## src/common/i2cmas_pkg.sv

```systemverilog
/*
  i2cmas_pkg: register offsets, bit positions, reset values and states
  for the i2c master sequencer.
  assumes a classic wishbone slave with 32-bit data, word aligned.
*/
package i2cmas_pkg;
  // register byte offsets
  localparam logic [3:0] ADDR_CTRL = 4'h0; // master_control_two
  localparam logic [3:0] ADDR_STAT = 4'h4; // port_status and flags
  localparam logic [3:0] ADDR_BUF = 4'h8; // transfer_buffer
  localparam logic [3:0] ADDR_BAUD = 4'hc; // baud_reload_register
  // control register bits
  localparam int CTRL_START = 0;
  localparam int CTRL_RSTART = 1;
  localparam int CTRL_STOP = 2;
  localparam int CTRL_ACK = 3;
  localparam int CTRL_ACK_DATA_VALUE = 4;
  localparam int CTRL_PORT_EN = 5;
  localparam int CTRL_SLEEP = 6;
  localparam int CTRL_IRQ_EN = 7;
  // status register bits
  localparam int STAT_BUF_FULL = 0;
  localparam int STAT_START_SEEN = 1;
  localparam int STAT_STOP_SEEN = 2;
  localparam int STAT_WRITE_COLLISION_FLAG = 3;
  localparam int STAT_BCOL = 4;
  localparam int STAT_PIF = 5;
  localparam int STAT_ACKSTAT = 6;
  localparam int STAT_BUSY = 7;
  // reset values
  localparam logic [7:0] BAUD_RESET = 8'h09;
  localparam logic [7:0] SLAVE_ADDR_RESET = 8'h00;
  // bits per byte on the wire
  localparam logic [3:0] BITS_PER_BYTE = 4'h8;
  // instruction-rate clock is the system clock divided by four
  localparam int CY_DIV = 4;

  typedef enum logic [4:0] {
    ST_IDLE,
    ST_ACK_LOW, ST_ACK_HIGH, ST_ACK_END,
    ST_STOP_SDA, ST_STOP_CNT, ST_STOP_SCL, ST_STOP_REL, ST_STOP_DONE,
    ST_START_CHK, ST_START_CNT, ST_START_HOLD,
    ST_RS_SDA, ST_RS_SCL, ST_RS_CHK, ST_RS_CNT, ST_RS_HOLD,
    ST_TX_LOW, ST_TX_HIGH, ST_TX_ACK_LOW, ST_TX_ACK_HIGH
  } i2cmas_state_t;
endpackage

```

## src/verilog/i2cmas_top.sv

```systemverilog
/*
  i2cmas_top: i2c master sequences (acknowledge, stop, start, repeated
  start, byte transmit) with multi-master arbitration, plus a minimal
  slave byte watcher (no address compare) for sleep wake.
  assumes sda/scl are open-drain pins resolved outside; one 100 mhz clock.
*/
// Chosen here: register access over Wishbone and the address map.
// What this block does
// RULE1: setting ack enable pulls scl low and drives ack data onto sda.
// RULE2: software picks ack data value before starting the ack sequence.
// RULE3: ack waits half period, releases scl, waits high half period, pulls low.
// RULE4: after final scl low, ack enable clears itself, counter stops, idle.
// RULE5: buffer writes during ack or stop are dropped and set write collision.
// RULE6: stop enable drives sda low; once sampled low, counter reloads and runs.
// RULE7: at stop count expiry scl releases; sda releases one half period later.
// RULE8: sda high with scl high sets stop seen; half period later flag, clear.
// RULE9: while asleep the slave watcher wakes on address match or full byte; here only a full byte wakes, with no address compare.
// RULE10: reset disables the port and aborts any transfer.
// RULE11: start and stop seen clear on reset and while the port is disabled.
// RULE12: released one but sda sampled low with scl high gives collision.
// RULE13: collision in a byte halts it, clears buffer full, frees lines.
// RULE14: collision in a sequence aborts it, frees lines, clears its enable.
// RULE15: after collision the bus is watched; a stop sets port interrupt.
// RULE16: a buffer write after collision starts again at the first bit.
// RULE17: start requested with sda or scl low aborts with a collision.
// RULE18: start counts once sda is high; scl low while sda high collides.
// RULE19: sda falling early restarts count; then hold count drives scl low.
// RULE20: repeated start frees sda, counts, frees scl; sda low then collides.
// RULE21: sda fall before expiry is fine; scl fall before sda low collides.
// RULE22: both high at expiry drives sda low, reloads, then scl low.
// RULE23: counter reloads from baud register; bus clock is fcy over reload+1; here a half period is reload+1 cycles, so fcy over 2*(reload+1).
// RULE24: software never programs baud reload values zero, one or two.
// RULE25: a half period is one countdown from reload to zero at cycle rate.
`timescale 1ns/10ps
module i2cmas_top (
  input wire logic clk_i,
  input wire logic rst_i,
  input wire logic wb_cyc_i,
  input wire logic wb_stb_i,
  input wire logic wb_we_i,
  input wire logic [3:0] wb_adr_i,
  input wire logic [3:0] wb_sel_i,
  input wire logic [31:0] wb_dat_i,
  output logic [31:0] wb_dat_o,
  output logic wb_ack_o,
  input wire logic sda_i,
  output logic sda_o,
  output logic sda_oe_o,
  input wire logic scl_i,
  output logic scl_o,
  output logic scl_oe_o,
  output logic wake_o
);
  import i2cmas_pkg::*;

  // pin synchronisers: stage one is read only by stage two
  logic [1:0] sda_sync_q, scl_sync_q;
  logic sda_prev_q, scl_prev_q;
  always_ff @(posedge clk_i) begin
    if (rst_i) begin
      sda_sync_q <= 2'h3;
      scl_sync_q <= 2'h3;
      sda_prev_q <= 1'b1;
      scl_prev_q <= 1'b1;
    end else begin
      sda_sync_q <= {sda_sync_q[0], sda_i};
      scl_sync_q <= {scl_sync_q[0], scl_i};
      sda_prev_q <= sda_sync_q[1];
      scl_prev_q <= scl_sync_q[1];
    end
  end
  wire sda_s = sda_sync_q[1];
  wire scl_s = scl_sync_q[1];
  wire start_cond = scl_s && scl_prev_q && sda_prev_q && !sda_s;
  wire stop_cond = scl_s && scl_prev_q && !sda_prev_q && sda_s;

  // register state
  logic start_en_q, rstart_en_q, stop_en_q, ack_en_q, ack_data_value_q;
  logic port_en_q, sleep_q, irq_en_q;
  logic buf_full_q, write_collision_flag_q, bcol_q, pif_q, ackstat_q;
  logic start_seen_q, stop_seen_q;
  logic [7:0] buf_q, baud_q, shift_q;
  logic [3:0] bitcnt_q;
  i2cmas_state_t state_q;
  logic [7:0] rx_shift_q;
  logic [3:0] rx_cnt_q;
  logic rx_active_q, rx_done, wake_ev;

  // bus decode: single-cycle answer, ack drops the cycle after
  wire wb_req = wb_cyc_i && wb_stb_i && !wb_ack_o;
  // a write lands at the edge where the master samples ack high
  wire wb_wr = wb_cyc_i && wb_stb_i && wb_ack_o && wb_we_i && wb_sel_i[0];
  wire wr_ctrl = wb_wr && wb_adr_i == ADDR_CTRL;
  wire wr_stat = wb_wr && wb_adr_i == ADDR_STAT;
  wire wr_buf = wb_wr && wb_adr_i == ADDR_BUF;
  wire wr_baud = wb_wr && wb_adr_i == ADDR_BAUD;
  wire rd_buf = wb_req && !wb_we_i && wb_adr_i == ADDR_BUF;
  wire idle = state_q == ST_IDLE;
  // transmit accepted only when idle and no sequence is pending
  wire seq_busy = ack_en_q || stop_en_q || start_en_q || rstart_en_q;
  wire buf_take = wr_buf && port_en_q && idle && !seq_busy;

  always_ff @(posedge clk_i) begin
    if (rst_i) begin
      wb_ack_o <= 1'b0;
      wb_dat_o <= 32'h0;
    end else begin
      wb_ack_o <= wb_req;
      wb_dat_o <= 32'h0;
      if (wb_req && !wb_we_i) begin
        unique case (wb_adr_i)
          ADDR_CTRL: wb_dat_o[7:0] <= {irq_en_q, sleep_q, port_en_q,
            ack_data_value_q, ack_en_q, stop_en_q, rstart_en_q, start_en_q};
          ADDR_STAT: wb_dat_o[7:0] <= {!idle, ackstat_q, pif_q, bcol_q,
            write_collision_flag_q, stop_seen_q, start_seen_q, buf_full_q};
          ADDR_BUF: wb_dat_o[7:0] <= buf_q;
          ADDR_BAUD: wb_dat_o[7:0] <= baud_q;
          default: wb_dat_o <= 32'h0; // unmapped reads as zero
        endcase
      end
    end
  end

  // instruction-rate enable and baud rate counter
  logic [1:0] cy_q;
  logic [7:0] brg_q;
  logic brg_run_q, brg_load;
  wire cy_tick = cy_q == 2'(CY_DIV - 1);
  wire brg_done = brg_run_q && cy_tick && brg_q == 8'h0; // RULE25
  always_ff @(posedge clk_i) begin
    if (rst_i) cy_q <= 2'h0;
    else cy_q <= cy_q + 2'h1;
  end
  // reload from the baud register; one countdown is one half period
  always_ff @(posedge clk_i) begin
    if (rst_i) begin
      brg_q <= 8'h0;
    end else if (brg_load) begin
      brg_q <= baud_q; // RULE23
    end else if (brg_run_q && cy_tick && brg_q != 8'h0) begin
      brg_q <= brg_q - 8'h1;
    end else if (brg_done) begin
      brg_q <= baud_q; // free reload so each half period is equal
    end
  end

  // level of the current transmit bit; the ninth bit is always released
  logic tx_bit_low;
  always_comb tx_bit_low = bitcnt_q != BITS_PER_BYTE && !shift_q[7];

  // main sequencer: next state, line drive, counter control, events
  i2cmas_state_t st_d;
  logic sda_low_d, scl_low_d, run_d, col_ev, done_ev, stop_p_ev;
  logic clr_start, clr_rs, clr_stop, clr_ack, tx_end, shift_ev;
  logic sda_low_q, scl_low_q;
  always_comb begin
    st_d = state_q;
    sda_low_d = sda_low_q;
    scl_low_d = scl_low_q;
    run_d = brg_run_q;
    brg_load = 1'b0;
    col_ev = 1'b0;
    done_ev = 1'b0;
    stop_p_ev = 1'b0;
    clr_start = 1'b0;
    clr_rs = 1'b0;
    clr_stop = 1'b0;
    clr_ack = 1'b0;
    tx_end = 1'b0;
    shift_ev = 1'b0;
    unique case (state_q)
      ST_IDLE: begin
        run_d = 1'b0;
        if (port_en_q && start_en_q) begin
          if (!sda_s || !scl_s) begin
            col_ev = 1'b1; // RULE17
            clr_start = 1'b1;
          end else begin
            brg_load = 1'b1; // RULE18
            run_d = 1'b1;
            st_d = ST_START_CNT;
          end
        end else if (port_en_q && rstart_en_q) begin
          sda_low_d = 1'b0; // RULE20
          brg_load = 1'b1;
          run_d = 1'b1;
          st_d = ST_RS_SDA;
        end else if (port_en_q && stop_en_q) begin
          sda_low_d = 1'b1; // RULE6
          st_d = ST_STOP_SDA;
        end else if (port_en_q && ack_en_q) begin
          scl_low_d = 1'b1; // RULE1
          sda_low_d = !ack_data_value_q;
          brg_load = 1'b1;
          run_d = 1'b1;
          st_d = ST_ACK_LOW;
        end else if (buf_take) begin
          sda_low_d = 1'b0; // bit level comes from the shifter
          brg_load = 1'b1; // RULE16
          run_d = 1'b1;
          scl_low_d = 1'b1;
          st_d = ST_TX_LOW;
        end
      end
      ST_ACK_LOW: if (brg_done) begin
        scl_low_d = 1'b0; // RULE3
        run_d = 1'b0;
        st_d = ST_ACK_HIGH;
      end
      ST_ACK_HIGH: if (scl_s) begin
        brg_load = 1'b1;
        run_d = 1'b1;
        st_d = ST_ACK_END;
      end
      ST_ACK_END: begin
        if (!ack_data_value_q && !sda_s) begin
          // nothing to check: we drive the low ourselves
        end else if (ack_data_value_q && !sda_s) begin
          col_ev = 1'b1; // RULE12 RULE14
        end
        if (brg_done) begin
          scl_low_d = 1'b1; // RULE4
          run_d = 1'b0;
          clr_ack = 1'b1;
          done_ev = 1'b1;
          st_d = ST_IDLE;
        end
      end
      ST_STOP_SDA: if (!sda_s) begin
        brg_load = 1'b1; // RULE6
        run_d = 1'b1;
        st_d = ST_STOP_CNT;
      end
      ST_STOP_CNT: if (brg_done) begin
        scl_low_d = 1'b0; // RULE7
        st_d = ST_STOP_SCL;
      end
      ST_STOP_SCL: if (brg_done) begin
        sda_low_d = 1'b0; // RULE7
        st_d = ST_STOP_REL;
      end
      ST_STOP_REL: if (sda_s && scl_s) begin
        stop_p_ev = 1'b1; // RULE8
        brg_load = 1'b1;
        st_d = ST_STOP_DONE;
      end
      ST_STOP_DONE: if (brg_done) begin
        clr_stop = 1'b1; // RULE8
        done_ev = 1'b1;
        run_d = 1'b0;
        st_d = ST_IDLE;
      end
      ST_START_CNT: begin
        if (!scl_s && sda_s) begin
          col_ev = 1'b1; // RULE18
        end else if (!sda_s || brg_done) begin
          sda_low_d = 1'b1; // RULE19
          brg_load = 1'b1;
          st_d = ST_START_HOLD;
        end
      end
      ST_START_HOLD: if (brg_done) begin
        scl_low_d = 1'b1; // RULE19
        run_d = 1'b0;
        clr_start = 1'b1;
        done_ev = 1'b1;
        st_d = ST_IDLE;
      end
      ST_RS_SDA: if (brg_done) begin
        scl_low_d = 1'b0; // RULE20
        run_d = 1'b0;
        st_d = ST_RS_SCL;
      end
      ST_RS_SCL: if (scl_s) begin
        if (!sda_s) begin
          col_ev = 1'b1; // RULE20
        end else begin
          brg_load = 1'b1; // RULE21
          run_d = 1'b1;
          st_d = ST_RS_CNT;
        end
      end
      ST_RS_CNT: begin
        if (!scl_s && sda_s) begin
          col_ev = 1'b1; // RULE21
        end else if (brg_done) begin
          sda_low_d = 1'b1; // RULE22
          brg_load = 1'b1;
          st_d = ST_RS_HOLD;
        end
      end
      ST_RS_HOLD: if (brg_done) begin
        scl_low_d = 1'b1; // RULE22
        run_d = 1'b0;
        clr_rs = 1'b1;
        done_ev = 1'b1;
        st_d = ST_IDLE;
      end
      ST_TX_LOW: if (brg_done) begin
        scl_low_d = 1'b0;
        st_d = bitcnt_q == BITS_PER_BYTE ? ST_TX_ACK_HIGH : ST_TX_HIGH;
      end
      ST_TX_HIGH: begin
        if (scl_s && !tx_bit_low && !sda_s) begin
          col_ev = 1'b1; // RULE12 RULE13
        end else if (brg_done) begin
          scl_low_d = 1'b1;
          shift_ev = 1'b1;
          st_d = ST_TX_LOW;
        end
      end
      ST_TX_ACK_HIGH: if (brg_done) begin
        scl_low_d = 1'b1;
        tx_end = 1'b1;
        done_ev = 1'b1;
        run_d = 1'b0;
        st_d = ST_IDLE;
      end
      default: st_d = ST_IDLE;
    endcase
    if (col_ev) begin
      sda_low_d = 1'b0; // RULE13 RULE14
      scl_low_d = 1'b0;
      run_d = 1'b0;
      clr_start = 1'b1;
      clr_rs = 1'b1;
      clr_stop = 1'b1;
      clr_ack = 1'b1;
      st_d = ST_IDLE;
    end
    if (!port_en_q) begin
      sda_low_d = 1'b0; // RULE10
      scl_low_d = 1'b0;
      run_d = 1'b0;
      st_d = ST_IDLE;
    end
  end

  always_ff @(posedge clk_i) begin
    if (rst_i) begin
      state_q <= ST_IDLE; // RULE10
      sda_low_q <= 1'b0;
      scl_low_q <= 1'b0;
      brg_run_q <= 1'b0;
    end else begin
      state_q <= st_d;
      sda_low_q <= sda_low_d;
      scl_low_q <= scl_low_d;
      brg_run_q <= run_d;
    end
  end

  // open-drain drive: enable only when pulling low
  always_ff @(posedge clk_i) begin
    if (rst_i) begin
      sda_o <= 1'b0;
      scl_o <= 1'b0;
      sda_oe_o <= 1'b0;
      scl_oe_o <= 1'b0;
    end else begin
      sda_o <= 1'b0;
      scl_o <= 1'b0;
      sda_oe_o <= st_d == ST_TX_LOW || st_d == ST_TX_HIGH ?
        (sda_low_d || (st_d != ST_IDLE && tx_bit_low)) : sda_low_d;
      scl_oe_o <= scl_low_d;
    end
  end

  // transmit shifter: msb first, bit data changes while scl low
  always_ff @(posedge clk_i) begin
    if (rst_i) begin
      shift_q <= 8'h0;
      bitcnt_q <= 4'h0;
      ackstat_q <= 1'b0;
    end else if (buf_take) begin
      shift_q <= wb_dat_i[7:0]; // RULE16
      bitcnt_q <= 4'h0;
    end else if (shift_ev) begin
      shift_q <= {shift_q[6:0], 1'b0};
      bitcnt_q <= bitcnt_q + 4'h1;
    end else if (state_q == ST_TX_ACK_HIGH && brg_done) begin
      ackstat_q <= sda_s;
    end
  end

  // software registers; a software write beats a hardware clear
  always_ff @(posedge clk_i) begin
    if (rst_i) begin
      start_en_q <= 1'b0;
      rstart_en_q <= 1'b0;
      stop_en_q <= 1'b0;
      ack_en_q <= 1'b0;
      ack_data_value_q <= 1'b0;
      port_en_q <= 1'b0; // RULE10
      sleep_q <= 1'b0;
      irq_en_q <= 1'b0;
      baud_q <= BAUD_RESET;
      buf_q <= 8'h0;
    end else begin
      if (wr_ctrl) begin
        start_en_q <= wb_dat_i[CTRL_START];
        rstart_en_q <= wb_dat_i[CTRL_RSTART];
        stop_en_q <= wb_dat_i[CTRL_STOP];
        ack_en_q <= wb_dat_i[CTRL_ACK];
        ack_data_value_q <= wb_dat_i[CTRL_ACK_DATA_VALUE];
        port_en_q <= wb_dat_i[CTRL_PORT_EN];
        sleep_q <= wb_dat_i[CTRL_SLEEP];
        irq_en_q <= wb_dat_i[CTRL_IRQ_EN];
      end else begin
        if (clr_start) start_en_q <= 1'b0; // RULE14
        if (clr_rs) rstart_en_q <= 1'b0;
        if (clr_stop) stop_en_q <= 1'b0;
        if (clr_ack) ack_en_q <= 1'b0; // RULE4
      end
      if (wr_baud) baud_q <= wb_dat_i[7:0];
      if (buf_take) buf_q <= wb_dat_i[7:0]; // RULE5
      else if (rx_done) buf_q <= {rx_shift_q[6:0], sda_s}; // eighth bit too
    end
  end

  // status flags: write_collision_flag, bcol and pif clear by writing one, a new event wins
  wire write_collision_flag_ev = wr_buf && port_en_q && (!idle || seq_busy); // RULE5
  always_ff @(posedge clk_i) begin
    if (rst_i) begin
      buf_full_q <= 1'b0;
      write_collision_flag_q <= 1'b0;
      bcol_q <= 1'b0;
      pif_q <= 1'b0;
      start_seen_q <= 1'b0;
      stop_seen_q <= 1'b0;
    end else begin
      if (buf_take) buf_full_q <= 1'b1;
      else if (col_ev || tx_end || rd_buf) buf_full_q <= 1'b0; // RULE13
      if (write_collision_flag_ev) write_collision_flag_q <= 1'b1;
      else if (wr_stat && wb_dat_i[STAT_WRITE_COLLISION_FLAG]) write_collision_flag_q <= 1'b0;
      if (col_ev) bcol_q <= 1'b1; // RULE12
      else if (wr_stat && wb_dat_i[STAT_BCOL]) bcol_q <= 1'b0;
      if (done_ev || (idle && stop_cond) || rx_done) pif_q <= 1'b1; // RULE15
      else if (wr_stat && wb_dat_i[STAT_PIF]) pif_q <= 1'b0;
      if (!port_en_q) begin
        start_seen_q <= 1'b0; // RULE11
        stop_seen_q <= 1'b0;
      end else if (start_cond) begin
        start_seen_q <= 1'b1;
        stop_seen_q <= 1'b0;
      end else if (stop_cond || stop_p_ev) begin
        stop_seen_q <= 1'b1; // RULE8
        start_seen_q <= 1'b0;
      end
    end
  end

  // slave receiver for sleep wake: counts scl rises after a start
  wire scl_rise = scl_s && !scl_prev_q;
  always_comb begin
    rx_done = rx_active_q && scl_rise && rx_cnt_q == BITS_PER_BYTE - 4'h1;
    wake_ev = rx_done && irq_en_q && sleep_q; // RULE9
  end
  always_ff @(posedge clk_i) begin
    if (rst_i || !port_en_q) begin
      rx_shift_q <= 8'h0;
      rx_cnt_q <= 4'h0;
      rx_active_q <= 1'b0;
    end else if (start_cond) begin
      rx_cnt_q <= 4'h0;
      rx_active_q <= idle; // only watch bytes that others drive
    end else if (stop_cond) begin
      rx_active_q <= 1'b0;
    end else if (rx_active_q && scl_rise) begin
      rx_shift_q <= {rx_shift_q[6:0], sda_s};
      rx_cnt_q <= rx_done ? 4'h0 : rx_cnt_q + 4'h1;
    end
  end
  always_ff @(posedge clk_i) begin
    if (rst_i) wake_o <= 1'b0;
    else if (wake_ev) wake_o <= 1'b1; // RULE9
    else if (!sleep_q) wake_o <= 1'b0;
  end
endmodule
```

## config.mk

```make
export PLATFORM = sky130hd
export DESIGN_NAME = i2cmas_top
export DESIGN_NICKNAME = d
export VERILOG_FILES = /design/src/common/i2cmas_pkg.sv /design/src/verilog/i2cmas_top.sv
export SDC_FILE = /design/constraint.sdc
export NUM_CORES = 1
export LEC_CHECK = 0
export BUFFER_PORTS_ARGS = -buffer_cell sky130_fd_sc_hd__buf_2
export CORE_ASPECT_RATIO = 0.6
export CORE_MARGIN = 2
export CORE_UTILIZATION = 31
export DETAILED_ROUTE_END_ITERATION = 16
export PLACE_DENSITY_LB_ADDON = 0.08
export RECOVER_POWER = 100
export SYNTH_ARGS = -nofsm -noshare
export SYNTH_HDL_FRONTEND = slang
export SYNTH_SLANG_ARGS = --single-unit
```

## constraint.sdc

```tcl
create_clock -name clk_i -period 2.7 [get_ports clk_i]
set_input_delay 0.27 -clock clk_i [delete_from_list [all_inputs] [get_ports clk_i]]
set_output_delay 0.27 -clock clk_i [all_outputs]
set_load 0.05 [all_outputs]
```

==> out/summary.txt <==
Part of the cycle the worst path needs: 95.0%
Gate power share: 6.6%
Setup TNS: 0 ps
Clock Power Share: 47.1%
Final setup fails: 0
Post-cts sizing count: 1
Post-Syn Area: 0.00534 sq mm
CTS root buf: clkbuf_16
Final #Nets: 771
RSZ-0062 raised after global routing: false
Pins over their slew limit: 0
WP buf/inv: 2
Crit path kind: flop to flop
Top-area cell type share of the netlist area: 33.8%
Post-CTS Hold Fix Bufs: 0
Number of CTS-inserted buffers: 9
Crit path largest cell delay: 420 ps
Htree depth: 3
Net Sw Frac: 26.7%
WP data required: 2930 ps
Mapped Avg Cell Area: 7.95 sq um
Footprint of the multi-input gates: 0.00317 sq mm
Slowest-stage cell, CP: nor4_2
Hpwl dp: 13.7 mm
Setup crit start: bitcnt_q[0]
Diode count: 0
Max frequency: 390 MHz
Pwr Density: 467 mW/mm^2
R2r worst-path depth: 10
Hold Slack: 106 ps
Worst skew pair latency: 340 ps
Die X: 173 um
Crit path max-delay family: simple AND/OR/NAND/NOR gates
Worst path cell trace: inv_1 > ha_1 > and3b_1 > nor2_1 > or4b_4 > nand3_1 > nor4_2 > buf_4 > xor2_1 > a41o_1
Area leader, netlist: dfxtp_1
Largest net degree at the start of global routing: 54
Synth area leaders: dfxtp_1, a21oi_1, mux2i_1
Seq pwr share: 46.3%
Normalized max-slew margin: 35.2%
Commonest non-fill, non-tap cell in the layout: dfxtp_1
Final worst path period need: 2570 ps
Worst Skew: 9.86 ps
DR vias/cell: 5.33
Gr usage total: 19.6%
Vias: 5,097
Sink Count: 90
Peak supply drop: 293 uV
Die Y: 106 um
Ys flop type: dfxtp_1
CTS tree: done
Fill cells: 1,805
# Max-Cap Violations: 0
Area of the die: 0.0183 sq mm
Core area: 0.0170 sq mm
Reg2reg start: bitcnt_q[0]
Static leakage: 0.00236 uW
FF+latch area: 0.00180 sq mm
Post-synthesis sequential area ratio: 33.8%
Critical Path End Type: flop
FP Rows: 37
Routed Antenna Nets: 0
Clock-pin slew on the worst setup and hold paths: 80 ps
Postcts setup bufs: 0
Worst-path maximum fanout: 3
Synth Register Bits: 90
Switching power: 771 uW
Number of global-route vias before repair: 4,645
Most frequent cells in the layout: dfxtp_1, nor2_1, nand2_1
Hold Crit Class: input port to flop
Post-synth EDFFs: 0
Total Wirelength: 17.8 mm
GRT overflow: 0
Ys Warns: 0
Crit start category: flop
Post-Synthesis Cells: 671
DRC viols: 0
Gpl congestion: 0.976
Per-cell routed wire length: 18.7 um
Number of top-level pins: 85
CTS max path bufs: 2
Starting Density: 31.4%
Internal power: 2120 uW
Reg2reg setup slack: 130 ps
Antenna violations before repair: 0
First-pass DRT Iterations: 5
Status: finished, final reports clean
CP arrival: 2800 ps
Global-route wire length before repair: 27.7 mm
End of the worst hold path: sda_sync_q[0]
Fin. Hold Viols: 0
Port bufs: 31
Worst-margin pin slew: 972 ps
Hold Crit Start: sda_i
Synth cell types: 75
Area delta synth->final: 15.9%
Reg-to-reg critical path endpoint: sda_oe_o
Layout cells sized above 1: 16.3%
Hold Path Depth: 2
Initial DRC Count: 566
Ys async rst share: 0%
[layer usage]
layer / vias to the layer above / wire [um] / track usage, %
met5: - / 0 / 0
met4: 0 / 166 / 3.81
met3: 10 / 1380 / 3.25
met2: 194 / 6840 / 26.3
met1: 2447 / 9460 / 31.8
li1: 2446 / - / -
[power groups by stage]
stage | clock, uW | sequential [uW] | combinational [uW]
floorplan | 0 | 1370 | 165
global placement | 0 | 1370 | 188
detailed placement | 0 | 1370 | 189
CTS | 1390 | 1340 | 189
global route | 1460 | 1340 | 200
finish | 1360 | 1340 | 190
[synth_stat cells (12+ instances only)]
library cell / instances
a21oi_1: 64
buf_2: 12
buf_4: 28
clkbuf_1: 29
dfxtp_1: 90
inv_1: 13
mux2i_1: 32
nand2_1: 68
nand3_1: 20
nor2_1: 69
nor3_1: 23
o21ai_0: 32
[cells by family (layout without fill, tap and decap cells)]
| family | Yosys count | after routing | synth area share (%) |
|---|---|---|---|
| and+or+nand+nor | 265 | 265 | 26.4 |
| muxes | 35 | 35 | 6.85 |
| buffers and inverters | 90 | 117 | 9.01 |
| other | 1 | 26 | 0.0703 |
| adders and majority gates | 6 | 6 | 1.41 |
| DFF | 90 | 90 | 33.8 |
| xor gates and xnor gates | 9 | 9 | 1.48 |
| AOI/OAI and AO/OA | 175 | 175 | 21.1 |
[flip-flops by register name, indices dropped and copies added, names as in the netlist, 2 cells and up]
name,flops
buf_q,8
rx_shift_q,7
bitcnt_q,4
shift_q,8
cy_q,2
sda_sync_q,2
scl_sync_q,2
rx_cnt_q,4
wb_dat_o,8
baud_q,8
brg_q,8
state_q,5
[worst max path at each step]
stage                to  cells after the start
3_5_place_dp   brg_q[0]                      9
4_1_cts        sda_oe_o                     10
2_1_floorplan  brg_q[0]                     11
5_1_grt        brg_q[4]                      9
6_report       sda_oe_o                     10
3_3_place_gp   brg_q[0]                      9
[area by class of cell]
class | count | area share [%]
clock buffer | 9 | 3.64
clock inverter | 7 | 1.50
inverter | 14 | 0.850
multi-input combinational | 516 | 51.2
sequential | 90 | 29.1
tap | 234 | 4.73
timing repair buffer | 87 | 8.92
[through the flow]
step           utilization (%)  std cells  power, uW  setup WS (ps)  cell area (sq um)
4_1_cts                   36.6        957       2920           30.2               6220
6_report                  36.4        957       2890            134               6180
2_1_floorplan                -        696       1530            326               5430
5_1_grt                   36.4        957       2990           4.68               6180
3_5_place_dp              34.7        941       1560          -59.5               5900
3_3_place_gp              34.7        941       1560          -14.7               5900
Power figures use the tool's default switching activity.
